`src/hw/rstc_pkg.sv`:
```
// constants for the reset controller
package rstc_pkg;
  // register byte addresses (word aligned)
  localparam logic [3:0] ADDR_LEVEL_SEL = 4'h0;
  localparam logic [3:0] ADDR_CAUSE = 4'h4;
  localparam logic [3:0] ADDR_STATUS = 4'h8;
  localparam logic [3:0] ADDR_WDT_EN = 4'hC;
  // threshold codes
  localparam logic [7:0] LVL_2V10 = 8'h55;
  localparam logic [7:0] LVL_2V55 = 8'h33;
  localparam logic [7:0] LVL_3V15 = 8'h99;
  localparam logic [7:0] LVL_3V80 = 8'hAA;
  localparam logic [7:0] LEVEL_SEL_RESET = 8'h55;
  // watchdog enable codes
  localparam logic [4:0] WDT_CODE_ON = 5'h0A;
  localparam logic [4:0] WDT_CODE_OFF = 5'h15;
  localparam logic [4:0] WDT_CODE_RESET = 5'h0A;
  // cause register fields
  localparam int CAUSE_IDLE_KEEP = 7;
  localparam int CAUSE_UV = 2;
  localparam int CAUSE_LVL = 1;
  localparam int CAUSE_WDC = 0;
  // status fields
  localparam int STAT_EXPIRY = 1;
  localparam int STAT_PDOWN = 0;
  // timing
  localparam int CLK_MHZ = 250;
  localparam int POR_DELAY_MS = 50;
  localparam int POR_DELAY_CYC = POR_DELAY_MS * 1000 * CLK_MHZ;
  localparam int BAD_CODE_SLOW_CYC = 2;
  localparam int SETTLE_FAST_CYC = 16;
  localparam int SETTLE_XTAL_CYC = 128;
  localparam int SETTLE_SLOW_CYC = 2;
  // clock source select
  localparam logic [1:0] SRC_FAST = 2'h0;
  localparam logic [1:0] SRC_XTAL = 2'h1;
  localparam logic [1:0] SRC_SLOW = 2'h2;
endpackage

```
`src/hw/mcu_reset_controller.sv`:
```
// reset generation and reset-cause tracking for a small microcontroller
// Behaviour
// - power-on reset clears program counter to zero
// - power-on reset sets port data and direction registers to all ones
// - hold reset for a 50 ms power-on delay after power up
// - undervoltage reset enabled except in power-down mode; resets core and sets undervoltage flag
// - low-supply indication resets only if longer than minimum duration
// - threshold field decodes four codes: 55, 33, 99, AA hex
// - invalid threshold code resets after 2 to 3 slow oscillator cycles
// - invalid code reset restores threshold register to power-on value
// - genuine low-voltage reset keeps threshold register contents
// - threshold register resets to 55 hex at power-on
// - threshold-code flag set while threshold register holds undefined code
// - reset flags set only by hardware; software write 0 clears; status bits take the written value
// - undervoltage reset disabled in power-down mode
// - watchdog time-out in normal mode: full reset, expiry flag set
// - watchdog time-out in sleep/idle: clear PC and SP only, flag set
// - status flags per reset type: POR clears, watchdog sets as tabled
// - all interrupts disabled after power-on reset
// - watchdog and time base cleared after POR, watchdog counts at once
// - timer counters off after power-on reset
// - ports inputs and analog channels 0 to 7 selected after POR
// - stack pointer points to top of stack after POR
// - settle time 16 fast, 128 crystal, 2 slow oscillator cycles
// - invalid watchdog code resets after 2 to 3 slow cycles, sets flag
//
// The address map and register access over Avalon-MM were left to the implementer.
`timescale 1ns/100ps
module mcu_reset_controller
  import rstc_pkg::*;
#(
  parameter int POR_CYC = POR_DELAY_CYC,
  parameter int UV_MIN_CYC = 64
) (
  // clock and reset
  input wire logic I_CLK,
  input wire logic I_RST_N,
  // avalon-mm slave
  input wire logic [3:0] i_address,
  input wire logic i_read,
  input wire logic i_write,
  input wire logic [31:0] i_writedata,
  output logic [31:0] o_readdata,
  output logic o_waitrequest,
  // events from the system
  input wire logic i_low_supply,
  input wire logic i_slow_osc,
  input wire logic i_wdt_timeout,
  input wire logic i_sleep_mode,
  input wire logic i_powerdown,
  input wire logic [1:0] i_clk_src,
  // reset outputs
  output logic o_full_rst,
  output logic o_pc_sp_rst,
  output logic o_por_state,
  output logic [7:0] o_level_sel,
  output logic o_wdt_on
);

  typedef enum logic [1:0] {
    ST_POR = 2'b00,
    ST_SETTLE = 2'b01,
    ST_RUN = 2'b11,
    ST_HOLD = 2'b10
  } state_type;

  function automatic logic valid_level(input logic [7:0] code);
    valid_level = (code == LVL_2V10) || (code == LVL_2V55) ||
                  (code == LVL_3V15) || (code == LVL_3V80);
  endfunction

  state_type state_reg, state_next;
  logic [31:0] count_reg;
  logic [7:0] level_reg;
  logic [4:0] wdt_code_reg;
  logic uv_flag_reg, lvl_flag_reg, wdc_flag_reg, idle_keep_reg;
  logic expiry_reg, pdown_reg;
  logic [2:0] lsup_sync_reg, slow_sync_reg;
  logic [15:0] uv_cnt_reg;
  logic [1:0] lvl_edge_reg, wdc_edge_reg;
  logic full_rst_reg, pc_sp_rst_reg, wait_reg, wdt_on_reg, por_reg;
  logic [31:0] rdata_reg;

  // synchronised pins: change counts once stages 2 and 3 agree
  logic lsup_q, slow_q, slow_rise;
  logic lsup_agree, slow_agree;
  assign lsup_agree = lsup_sync_reg[1] == lsup_sync_reg[2];
  assign slow_agree = slow_sync_reg[1] == slow_sync_reg[2];
  logic lsup_hold_reg, slow_hold_reg, slow_prev_reg;
  assign lsup_q = lsup_agree ? lsup_sync_reg[2] : lsup_hold_reg;
  assign slow_q = slow_agree ? slow_sync_reg[2] : slow_hold_reg;
  assign slow_rise = slow_q && !slow_prev_reg;

  // bus decode: an access completes at the edge where wait_reg is low
  logic bus_req, rd_take;
  logic wr_level, wr_cause, wr_status, wr_wdt;
  assign bus_req = i_read || i_write;
  assign rd_take = i_read && wait_reg;
  assign wr_level = i_write && !wait_reg && i_address == ADDR_LEVEL_SEL;
  assign wr_cause = i_write && !wait_reg && i_address == ADDR_CAUSE;
  assign wr_status = i_write && !wait_reg && i_address == ADDR_STATUS;
  assign wr_wdt = i_write && !wait_reg && i_address == ADDR_WDT_EN;

  // event decode
  logic running, level_bad, wdc_bad, uv_fire, lvl_fire, wdc_fire, wdt_full, wdt_part;
  assign running = state_reg == ST_RUN;
  assign level_bad = !valid_level(level_reg);
  assign wdc_bad = wdt_code_reg != WDT_CODE_ON && wdt_code_reg != WDT_CODE_OFF;
  assign uv_fire = running && !i_powerdown && uv_cnt_reg == 16'(UV_MIN_CYC);
  assign lvl_fire = running && level_bad && lvl_edge_reg == 2'(BAD_CODE_SLOW_CYC)
                    && slow_rise;
  assign wdc_fire = running && wdc_bad && wdc_edge_reg == 2'(BAD_CODE_SLOW_CYC)
                    && slow_rise;
  assign wdt_full = running && i_wdt_timeout && !i_sleep_mode;
  assign wdt_part = running && i_wdt_timeout && i_sleep_mode;

  logic any_full;
  assign any_full = uv_fire || lvl_fire || wdc_fire || wdt_full;

  logic [31:0] settle_cyc;
  assign settle_cyc = (i_clk_src == SRC_XTAL) ? 32'(SETTLE_XTAL_CYC) :
                      (i_clk_src == SRC_SLOW) ? 32'(SETTLE_SLOW_CYC) :
                      32'(SETTLE_FAST_CYC);

  always_comb begin
    state_next = state_reg;
    unique case (state_reg)
      ST_POR: if (count_reg >= 32'(POR_CYC) - 32'h1) state_next = ST_SETTLE;
      ST_SETTLE: if (count_reg >= settle_cyc - 32'h1) state_next = ST_RUN;
      ST_RUN: if (any_full) state_next = ST_HOLD;
      ST_HOLD: state_next = ST_SETTLE;
    endcase
  end

  logic [31:0] rd_mux;
  assign rd_mux = (i_address == ADDR_LEVEL_SEL) ? {24'h0, level_reg} :
                  (i_address == ADDR_CAUSE) ?
                    {24'h0, idle_keep_reg, 4'h0, uv_flag_reg, lvl_flag_reg, wdc_flag_reg} :
                  (i_address == ADDR_STATUS) ? {30'h0, expiry_reg, pdown_reg} :
                  (i_address == ADDR_WDT_EN) ? {27'h0, wdt_code_reg} : 32'h0;

  // state and delay counter
  always_ff @(posedge I_CLK) begin
    if (!I_RST_N) begin
      state_reg <= ST_POR;
      count_reg <= 32'h0;
    end else begin
      state_reg <= state_next;
      count_reg <= (state_next != state_reg) ? 32'h0 : count_reg + 32'h1;
    end
  end

  // three-flop pin synchronisers and held agreed values
  always_ff @(posedge I_CLK) begin
    if (!I_RST_N) begin
      lsup_sync_reg <= 3'h0;
      slow_sync_reg <= 3'h0;
      lsup_hold_reg <= 1'b0;
      slow_hold_reg <= 1'b0;
      slow_prev_reg <= 1'b0;
    end else begin
      lsup_sync_reg <= {lsup_sync_reg[1:0], i_low_supply};
      slow_sync_reg <= {slow_sync_reg[1:0], i_slow_osc};
      lsup_hold_reg <= lsup_q;
      slow_hold_reg <= slow_q;
      slow_prev_reg <= slow_q;
    end
  end

  // low supply must persist; ignored in power-down
  always_ff @(posedge I_CLK) begin
    if (!I_RST_N) begin
      uv_cnt_reg <= 16'h0;
    end else if (lsup_q && running && !i_powerdown && uv_cnt_reg != 16'(UV_MIN_CYC)) begin
      uv_cnt_reg <= uv_cnt_reg + 16'h1;
    end else if (!lsup_q || i_powerdown || !running) begin
      uv_cnt_reg <= 16'h0;
    end
  end

  // slow-clock edge counters for bad codes
  always_ff @(posedge I_CLK) begin
    if (!I_RST_N) begin
      lvl_edge_reg <= 2'h0;
      wdc_edge_reg <= 2'h0;
    end else begin
      if (!level_bad || !running) begin
        lvl_edge_reg <= 2'h0;
      end else if (slow_rise && lvl_edge_reg != 2'(BAD_CODE_SLOW_CYC)) begin
        lvl_edge_reg <= lvl_edge_reg + 2'h1;
      end
      if (!wdc_bad || !running) begin
        wdc_edge_reg <= 2'h0;
      end else if (slow_rise && wdc_edge_reg != 2'(BAD_CODE_SLOW_CYC)) begin
        wdc_edge_reg <= wdc_edge_reg + 2'h1;
      end
    end
  end

  // threshold register: restore on bad-code reset, keep on uv
  always_ff @(posedge I_CLK) begin
    if (!I_RST_N) begin
      level_reg <= LEVEL_SEL_RESET;
      wdt_code_reg <= WDT_CODE_RESET;
    end else begin
      if (lvl_fire) begin
        level_reg <= LEVEL_SEL_RESET;
      end else if (wr_level) begin
        level_reg <= i_writedata[7:0];
      end
      if (wdc_fire || wdt_full) begin
        wdt_code_reg <= WDT_CODE_RESET;
      end else if (wr_wdt) begin
        wdt_code_reg <= i_writedata[4:0];
      end
    end
  end

  // flags: set wins over software clear
  always_ff @(posedge I_CLK) begin
    if (!I_RST_N) begin
      uv_flag_reg <= 1'b0;
      lvl_flag_reg <= 1'b0;
      wdc_flag_reg <= 1'b0;
      idle_keep_reg <= 1'b0;
    end else begin
      if (uv_fire) uv_flag_reg <= 1'b1;
      else if (wr_cause && !i_writedata[CAUSE_UV]) uv_flag_reg <= 1'b0;
      if (level_bad) lvl_flag_reg <= 1'b1;
      else if (wr_cause && !i_writedata[CAUSE_LVL]) lvl_flag_reg <= 1'b0;
      if (wdc_fire) wdc_flag_reg <= 1'b1;
      else if (wr_cause && !i_writedata[CAUSE_WDC]) wdc_flag_reg <= 1'b0;
      if (wr_cause) idle_keep_reg <= i_writedata[CAUSE_IDLE_KEEP];
    end
  end

  // status per reset type; power-on clears both
  always_ff @(posedge I_CLK) begin
    if (!I_RST_N) begin
      expiry_reg <= 1'b0;
      pdown_reg <= 1'b0;
    end else begin
      if (wdt_full || wdt_part) expiry_reg <= 1'b1;
      else if (wr_status) expiry_reg <= i_writedata[STAT_EXPIRY];
      if (wdt_part) pdown_reg <= 1'b1;
      else if (wr_status) pdown_reg <= i_writedata[STAT_PDOWN];
    end
  end

  // synchronous release of combined reset
  always_ff @(posedge I_CLK) begin
    if (!I_RST_N) begin
      full_rst_reg <= 1'b1;
      pc_sp_rst_reg <= 1'b1;
      por_reg <= 1'b1;
      wdt_on_reg <= 1'b1;
    end else begin
      full_rst_reg <= state_next != ST_RUN;
      pc_sp_rst_reg <= (state_next != ST_RUN) || wdt_part;
      por_reg <= state_reg == ST_POR;
      wdt_on_reg <= wdt_code_reg == WDT_CODE_ON;
    end
  end

  // bus: every access gets exactly one wait state
  always_ff @(posedge I_CLK) begin
    if (!I_RST_N) begin
      wait_reg <= 1'b1;
      rdata_reg <= 32'h0;
    end else begin
      wait_reg <= !(bus_req && wait_reg);
      if (rd_take) rdata_reg <= rd_mux;
    end
  end

  assign o_waitrequest = wait_reg;
  assign o_readdata = rdata_reg;
  assign o_full_rst = full_rst_reg;
  assign o_pc_sp_rst = pc_sp_rst_reg;
  assign o_por_state = por_reg;
  assign o_level_sel = level_reg;
  assign o_wdt_on = wdt_on_reg;

  // checks
  property p_uv_flag;
    @(posedge I_CLK) disable iff (!I_RST_N) uv_fire |=> uv_flag_reg;
  endproperty
  a_uv_flag: assert property (p_uv_flag) else $error("uv flag not set");
  property p_lvl_restore;
    @(posedge I_CLK) disable iff (!I_RST_N) lvl_fire |=> level_reg == LEVEL_SEL_RESET;
  endproperty
  a_lvl_restore: assert property (p_lvl_restore) else $error("level not restored");
  property p_uv_keep;
    @(posedge I_CLK) disable iff (!I_RST_N)
      (uv_fire && !lvl_fire && !wr_level) |=> $stable(level_reg);
  endproperty
  a_uv_keep: assert property (p_uv_keep) else $error("level changed on uv");
  property p_lvl_flag;
    @(posedge I_CLK) disable iff (!I_RST_N) level_bad |=> lvl_flag_reg;
  endproperty
  a_lvl_flag: assert property (p_lvl_flag) else $error("level flag missing");
  property p_no_sw_set;
    @(posedge I_CLK) disable iff (!I_RST_N)
      (!uv_flag_reg && !uv_fire) |=> !uv_flag_reg;
  endproperty
  a_no_sw_set: assert property (p_no_sw_set) else $error("uv flag set by sw");
  property p_pdown_no_uv;
    @(posedge I_CLK) disable iff (!I_RST_N) i_powerdown |-> !uv_fire;
  endproperty
  a_pdown_no_uv: assert property (p_pdown_no_uv) else $error("uv in power-down");
  property p_wdt_full;
    @(posedge I_CLK) disable iff (!I_RST_N) wdt_full |=> o_full_rst && expiry_reg;
  endproperty
  a_wdt_full: assert property (p_wdt_full) else $error("wdt full reset missing");
  property p_wdt_part;
    @(posedge I_CLK) disable iff (!I_RST_N)
      (wdt_part && !any_full) |=> o_pc_sp_rst && !o_full_rst && expiry_reg && pdown_reg;
  endproperty
  a_wdt_part: assert property (p_wdt_part) else $error("wdt partial reset wrong");
  property p_release;
    @(posedge I_CLK) disable iff (!I_RST_N) $rose(running) |-> ##[0:1] !o_full_rst;
  endproperty
  a_release: assert property (p_release) else $error("reset not released");
  property p_uv_persist;
    @(posedge I_CLK) disable iff (!I_RST_N) uv_fire |-> $past(lsup_q);
  endproperty
  a_uv_persist: assert property (p_uv_persist) else $error("uv without low supply");
  property p_lvl_fire_bad;
    @(posedge I_CLK) disable iff (!I_RST_N) lvl_fire |-> $past(level_bad);
  endproperty
  a_lvl_fire_bad: assert property (p_lvl_fire_bad) else $error("level reset too early");
  property p_lvl_reset;
    @(posedge I_CLK) disable iff (!I_RST_N) lvl_fire |=> o_full_rst && !running;
  endproperty
  a_lvl_reset: assert property (p_lvl_reset) else $error("no reset on bad level");
  property p_wdc_flag;
    @(posedge I_CLK) disable iff (!I_RST_N) wdc_fire |=> wdc_flag_reg && o_full_rst;
  endproperty
  a_wdc_flag: assert property (p_wdc_flag) else $error("watchdog code flag missing");
  property p_wdc_restore;
    @(posedge I_CLK) disable iff (!I_RST_N) wdc_fire |=> wdt_code_reg == WDT_CODE_RESET;
  endproperty
  a_wdc_restore: assert property (p_wdc_restore) else $error("wdt code not restored");
  property p_uv_status;
    @(posedge I_CLK) disable iff (!I_RST_N) (uv_fire && !wdt_full && !wdt_part && !wr_status)
      |=> $stable(expiry_reg) && $stable(pdown_reg);
  endproperty
  a_uv_status: assert property (p_uv_status) else $error("status changed on uv");
  property p_por_hold;
    @(posedge I_CLK) disable iff (!I_RST_N) state_reg == ST_POR |-> o_full_rst && o_pc_sp_rst;
  endproperty
  a_por_hold: assert property (p_por_hold) else $error("reset released in power-on");
  property p_por_ports;
    @(posedge I_CLK) disable iff (!I_RST_N)
      (state_reg == ST_SETTLE && $past(state_reg) == ST_POR) |-> o_por_state;
  endproperty
  a_por_ports: assert property (p_por_ports) else $error("power-on state missing");
  property p_settle_fast;
    @(posedge I_CLK) disable iff (!I_RST_N)
      (state_reg == ST_SETTLE && count_reg == 32'h0 && i_clk_src == SRC_FAST) |-> ##16 running;
  endproperty
  a_settle_fast: assert property (p_settle_fast) else $error("fast settle wrong");
  property p_settle_xtal;
    @(posedge I_CLK) disable iff (!I_RST_N)
      (state_reg == ST_SETTLE && count_reg == 32'h0 && i_clk_src == SRC_XTAL) |-> ##128 running;
  endproperty
  a_settle_xtal: assert property (p_settle_xtal) else $error("crystal settle wrong");
  property p_flag_clear;
    @(posedge I_CLK) disable iff (!I_RST_N)
      (wr_cause && !i_writedata[CAUSE_UV] && !uv_fire) |=> !uv_flag_reg;
  endproperty
  a_flag_clear: assert property (p_flag_clear) else $error("uv flag not cleared");
  property p_bus_one_wait;
    @(posedge I_CLK) disable iff (!I_RST_N) (bus_req && o_waitrequest) |=> !o_waitrequest;
  endproperty
  a_bus_one_wait: assert property (p_bus_one_wait) else $error("bus not answered");
  property p_wdt_on;
    @(posedge I_CLK) disable iff (!I_RST_N) (running && wdt_code_reg == WDT_CODE_ON) |=> o_wdt_on;
  endproperty
  a_wdt_on: assert property (p_wdt_on) else $error("watchdog not counting");
  c_uv: cover property (@(posedge I_CLK) disable iff (!I_RST_N) uv_fire);
  c_lvl: cover property (@(posedge I_CLK) disable iff (!I_RST_N) lvl_fire);
  c_wdc: cover property (@(posedge I_CLK) disable iff (!I_RST_N) wdc_fire);
  c_part: cover property (@(posedge I_CLK) disable iff (!I_RST_N) wdt_part);
  c_xtal: cover property (@(posedge I_CLK) disable iff (!I_RST_N)
    state_reg == ST_SETTLE && i_clk_src == SRC_XTAL);
endmodule

```
`config.mk`:
```
export PLATFORM = sky130hd
export DESIGN_NAME = mcu_reset_controller
export DESIGN_NICKNAME = d
export VERILOG_FILES = /design/src/hw/rstc_pkg.sv /design/src/hw/mcu_reset_controller.sv
export SDC_FILE = /design/constraint.sdc
export NUM_CORES = 1
export LEC_CHECK = 0
export BUFFER_PORTS_ARGS = -buffer_cell sky130_fd_sc_hd__buf_2
export CAP_MARGIN = 20
export CORE_MARGIN = 3
export CORE_UTILIZATION = 56
export CTS_CLUSTER_DIAMETER = 50
export CTS_CLUSTER_SIZE = 28
export DETAILED_ROUTE_END_ITERATION = 8
export PLACE_DENSITY = 0.87
export RECOVER_POWER = 25
export SYNTH_ARGS = -nofsm -noshare
export SYNTH_HDL_FRONTEND = slang
export SYNTH_SLANG_ARGS = --single-unit
```
`constraint.sdc`:
```
create_clock -name I_CLK -period 2.4 [get_ports I_CLK]
set_input_delay 0.12 -clock I_CLK [delete_from_list [all_inputs] [get_ports I_CLK]]
set_output_delay 0.12 -clock I_CLK [all_outputs]
set_load 0.005 [all_outputs]
```
Yosys cells after proc, flatten, opt, wreduce, memory -nomap -nowiden
Cells that the tools add are included.
Storage, ports and cells
  bits in registers: 118
  input port bits: 47
  logic and storage cells: 147
  output and inout port bits: 45
Cells by class
  equal/unequal tests: 26
  reduce and logical (&&, ||, !) cells: 66
  order comparisons: 2
  add/subtract/negate cells: 5
  bitwise gates (word level): 1
  mux-type cells: 24
Operators by type and width (number)
  adder 32 x 1 -> 32 bit, second input constant: 1
  >= comparator 32 x 24 -> 1 bit, second input constant: 1
  >= comparator 32 bit: 1
  2-to-1 mux 16 bit: 2
  logical AND 1 bit: 28
  2-to-1 mux 8 bit: 3
  adder 16 x 1 -> 16 bit, second input constant: 1
  equality test 16 x 7 -> 1 bit, second input constant: 1
  equality test 8 bit, second input constant: 2
  != test 16 x 7 -> 1 bit, second input constant: 1
  2-to-1 mux 5 bit: 3
  logical OR 1 bit: 14
  logical NOT 1 bit: 12
  2-to-1 mux 1 bit: 12
  equality test 2 bit, second input constant: 5
  nonzero test 2 bit: 5
  OR reduction 2 bit: 5
  subtractor 8 x 1 -> 9 bit, second input constant: 1
  equality test 4 bit, second input constant: 2
  equality test 8 x 6 -> 1 bit, second input constant: 1
  equality test 8 x 7 -> 1 bit, second input constant: 1
  one-hot mux 2 bit (4 select lines): 1
  2-to-1 mux 2 bit: 3
  != test 2 bit, second input constant: 3
  12 further kinds: 15

Logic depth before layout (Yosys ltp)
  depth after elaboration: 15
  depth in mapped cells: 8
  gate-level depth less buffers: 7

Worst setup path before layout
OpenSTA, ideal clock, no wires.
  path kind: reg2reg
  start: register count_reg[15]
  end: register count_reg[10]
  arrival time: 1941 ps
  stages on the path, launching flop included: 7
  setup slack: 379 ps
  library setup time: 80 ps
  clock period less this slack: 2021 ps
  cells stage by stage: dfxtp_1 > or4_1 > a2111oi_0 > and4_1 > nand4_4 > buf_6 > a211oi_2
On the way
  word-level cells in the longest chain between the ends: 5
  elaborated cells on any way between the ends: 7
  classes of those cells: 2 x order compare; 1 x eq/ne; 3 x mux; 1 x reduce/logical
Ends and longest elaborated chain
  start, declared: line mcu_reset_controller.sv:73  | logic [31:0] count_reg;
  start signal, assigned: line mcu_reset_controller.sv:149  | count_reg <= (state_next != state_reg) ? 32'h0 : count_reg + 32'h1;
  >= comparator 32 bit / >= comparator 32 x 24 -> 1 bit (equally long branches): line mcu_reset_controller.sv:129, mcu_reset_controller.sv:128
  2-to-1 mux 2 bit (on tied branches): line mcu_reset_controller.sv:129, mcu_reset_controller.sv:128
  one-hot mux 2 bit (4 select lines) (*): line mcu_reset_controller.sv:127  | unique case (state_reg)
  != test 2 bit (*): line mcu_reset_controller.sv:149
  OR reduction 2 bit (no source line) (*)
Every way passes the cells marked *; elsewhere a longest branch is shown, timed or not.
A chain may end at the register's enable or synchronous reset.

Worst setup path after layout
  start: register count_reg[7]
  end: register count_reg[27]
On the way
  word-level cells in the longest chain between the ends: 5
  elaborated cells on any way between the ends: 8
  classes of those cells: 1 x add/sub; 2 x order compare; 1 x eq/ne; 3 x mux; 1 x reduce/logical
Ends and longest elaborated chain (line)
  >= comparator 32 bit / >= comparator 32 x 24 -> 1 bit (equally long branches): mcu_reset_controller.sv:129, mcu_reset_controller.sv:128
  2-to-1 mux 2 bit (on tied branches): mcu_reset_controller.sv:129, mcu_reset_controller.sv:128
  one-hot mux 2 bit (4 select lines): mcu_reset_controller.sv:127
  != test 2 bit: mcu_reset_controller.sv:149
  OR reduction 2 bit (no source line)
Parallel ways exist; a longest one is shown, timed or not.

==> run_results.csv <==
group,metric,value,unit
synthesis,number_of_enable_flip_flop_cells_after_synthesis,0,
pwr,power.share.combinational,0.054,
detailed_routing,drt-initial-drc-count,172,
grt,vias_in_the_first_global_route,3882,
layout,largest_register_ffs,32,
worst_setup_path,crit_path_end_kind,"flip-flop",
layout,core_occupancy_in_the_finished_layout,0.655,
grt,grt_pass1_wl,17400,um
synthesis,yosys.area.top_type,"dfxtp_1",
synthesis,synthCells,509,
layout,fill_cells,652,
clock_network,clockRootBuffer,"clkbuf_8",
sta,worst_hold_slack,0.0103,ns
sta,timing_worst_slew_pin_value,0.615,ns
detailed_routing,met3RoutedLength,666,um
outcome,run_status,"completed",
worst_setup_path,critical-path-max-stage-delay,0.55,ns
worst_setup_path,setup.worst_path.class,"reg -> reg",
place,port_buffers,43,
sta,final_total_negative_setup_slack,0,ns
layout,layout.cells.most_common_list,"dfxtp_1, nor2_1, buf_2",
detailed_routing,routed_wirelength,10800,um
sta,finalWorstSetupSlack,0.0607,ns
sta,rsz0062_at_grt,"false",
floorplan,floorplan.die.width,99.0,um
layout,fraction_of_final_layout_cells_sized_beyond_drive_strength_1,0.194,
clock_network,tritoncts,"done",
sta,fmaxAchievable,427,MHz
sta,slew_violations,0,
sta,post-route-period-util,0.975,
detailed_routing,drc_errors,0,
sta,fin_worst_skew,0.0126,ns
synthesis,mapped_avg_cell_area,9.53,um2
pwr,sw_frac_of_total,0.226,
detailed_routing,uppermost_signal_routing_layer_after_detailed_routing,"met4",
detailed_routing,final_antenna_net_count,0,
synthesis,synth_cell_type_count,56,
clock_network,cts.sink_count,94,
floorplan,vertical_extent_of_the_die,99.0,um
pwr,power_switching,660,uW
clock_network,clk_pin_slew_worst_paths,0.10,ns
layout,multiInputGateArea,2730,um2
grt,grt_antenna_before_repair,0,
sta,slew-limit-headroom,0.589,
worst_setup_path,setup.worst_path.start_class,"flip-flop",
worst_setup_path,worst_ep_required_time,2.68,ns
pwr,p_leak,0.00202,uW
synthesis,synth.ff_latch_count,94,
grt,track_usage,0.214,
synthesis,ys.flop_type,"dfxtp_1",
sta,setup-violations-final,0,
pwr,report.power.total,2920,uW
worst_setup_path,cpMaxStageDelayCell,"or4_1",
grt,globalRouteOverflowTotal,0,
floorplan,initial_util,0.584,
floorplan,floorplan.rows,33,
clock_network,clk-insertion-delay-late,0.37,ns
place,detailedPlace.worstSlack,-0.0513,ns
place,detailedPlacementHpwl,7380,um
detailed_routing,routed_wire_length_per_instance,15.9,um
synthesis,yosysSeqAreaShare,0.388,
layout,layout_commonest_cell,"dfxtp_1",
floorplan,fp.coreArea,8300,um2
pwr,power.density_cell_area,538,nW/um2
worst_setup_path,worst-endpoint-arrival,2.62,ns
synthesis,synthesis.yosys.warnings,0,
detailed_routing,viasPerCell,5.85,
clock_network,clock_tree.buffer_depth,2,
min_path,min_path_type,"in -> reg",
layout,n_antenna_cell,0,
layout,final_net_count,624,
pwr,max-vdd-ir-drop,374,uV
grt,maximum_number_of_pins_on_one_net_before_global_route_repair,32,
job,max-cap-violations,0,
detailed_routing,drt_pass1_iterations,5,
clock_network,htreeDepth,3,
pwr,seq_power_share,0.542,
pwr,share_clk_of_total_power,0.404,
layout,register_area,1880,um2
clock_network,cts_inserted_buffers,9,
synthesis,synthArstFlopShare,0,
pwr,power.internal,2260,uW
layout,areaGrowthSynthToFinish,12.2,%
synthesis,post_synth_main_area_contributors,"dfxtp_1, a211oi_2, xor2_1, buf_4, mux2i_1",
synthesis,mappedNetlistArea,4850,um2
sta,layout_min_cycle_time,2.34,ns
worst_setup_path,worstPathCellList,"ha_1, or4_1, nor4_2, and4_4, nand4_4, clkbuf_16, a211oi_2",
detailed_routing,routed-wl-met2,5370,um
floorplan,die_area,9810,um2
detailed_routing,vias,3955,
worst_setup_path,crit_path_max_fanout,15,
detailed_routing,wirelength_met1,4430,um
place,final_wtd_congestion,0.837,
floorplan,ios,92,
synthesis,synth_top_cell_area_share,0.388,
sta,report.final.hold_viol_count,0,
## final timing paths
kind	start	endpoint	slack, ns	cells after the start
max reg2reg	count_reg[7]	count_reg[27]	0.06	7
max	count_reg[7]	count_reg[27]	0.06	7
min	i_writedata[2]	o_level_sel[2]	0.01	3
min reg2reg	o_readdata[5]	o_readdata[5]	0.47	2
## cells in the mapped netlist, types with 5 or more instances
cell type  count
nand3_1       27
mux2i_1       17
nor2_1        45
xnor2_1       15
o21ai_0        9
nand2_1       33
dfxtp_1       94
and3_1         5
and4_1         8
buf_6          6
clkbuf_1      10
ha_1          11
nor4bb_1       5
a211oi_2      29
nor3_1        12
nor4_1         6
buf_4         25
xor2_1        32
nand4_1       21
a21boi_0       9
and2_1        13
nor2b_1       10
inv_1          6
## through the flow
step	std cells	instance area, um2
final	676	5440
after CTS	675	5400
after global routing	676	5440
after detailed placement	649	5070
after global placement	649	5070
after floorplan	532	4930
## final cells by class
cell class / instances / share of cell area
inverters: 6 / 0.00414
clock buffers: 10 / 0.0253
repair buffers: 68 / 0.0819
flip-flops and latches: 94 / 0.346
clock inverters: 6 / 0.0168
well taps: 105 / 0.0242
multi-input cells: 387 / 0.501
## kinds of logic after synthesis
| group | after synthesis | synth area share |
|---|---|---|
| flops | 94 | 0.388 |
| simple gates | 209 | 0.240 |
| fa+ha+maj | 11 | 0.0284 |
| mux | 19 | 0.0397 |
| other cells | 2 | 0.00155 |
| xor+xnor | 47 | 0.0849 |
| buf+inv | 52 | 0.0735 |
| compound gates | 75 | 0.144 |
## repair_timing
item / in CTS / in global routing
pin swaps: 0 / 1
setup endpoints to repair: 32 / 31
hold buffers: 9 / 0
buffers inserted: 0 / 0
gates cloned: 1 / 1
endpoints found under the hold margin: 8 / 0
resized for setup: 1 / 7
## per-layer routing
layer | GRT usage | up-vias
met4 | 0.0830 | 0
met5 | 0 | -
met2 | 0.374 | 154
met3 | 0.0495 | 37
met1 | 0.254 | 1852
li1 | - | 1912
## power groups by stage
stage	Sequential (uW)	Clock (uW)	Combinational, uW
after CTS	1580	1200	154
after floorplan	1620	0	115
after global routing	1590	1250	174
after global placement	1620	0	135
final	1580	1180	157
after detailed placement	1620	0	140
## worst max-delay path, delay by kind of cell (launching register included)
family,cells,cell delay (ns)
buf+inv,1,0.25
flops,1,0.36
compound gates,1,0.23
simple gates,4,1.20
fa+ha+maj,1,0.21
Power figures use the tool's default switching activity.
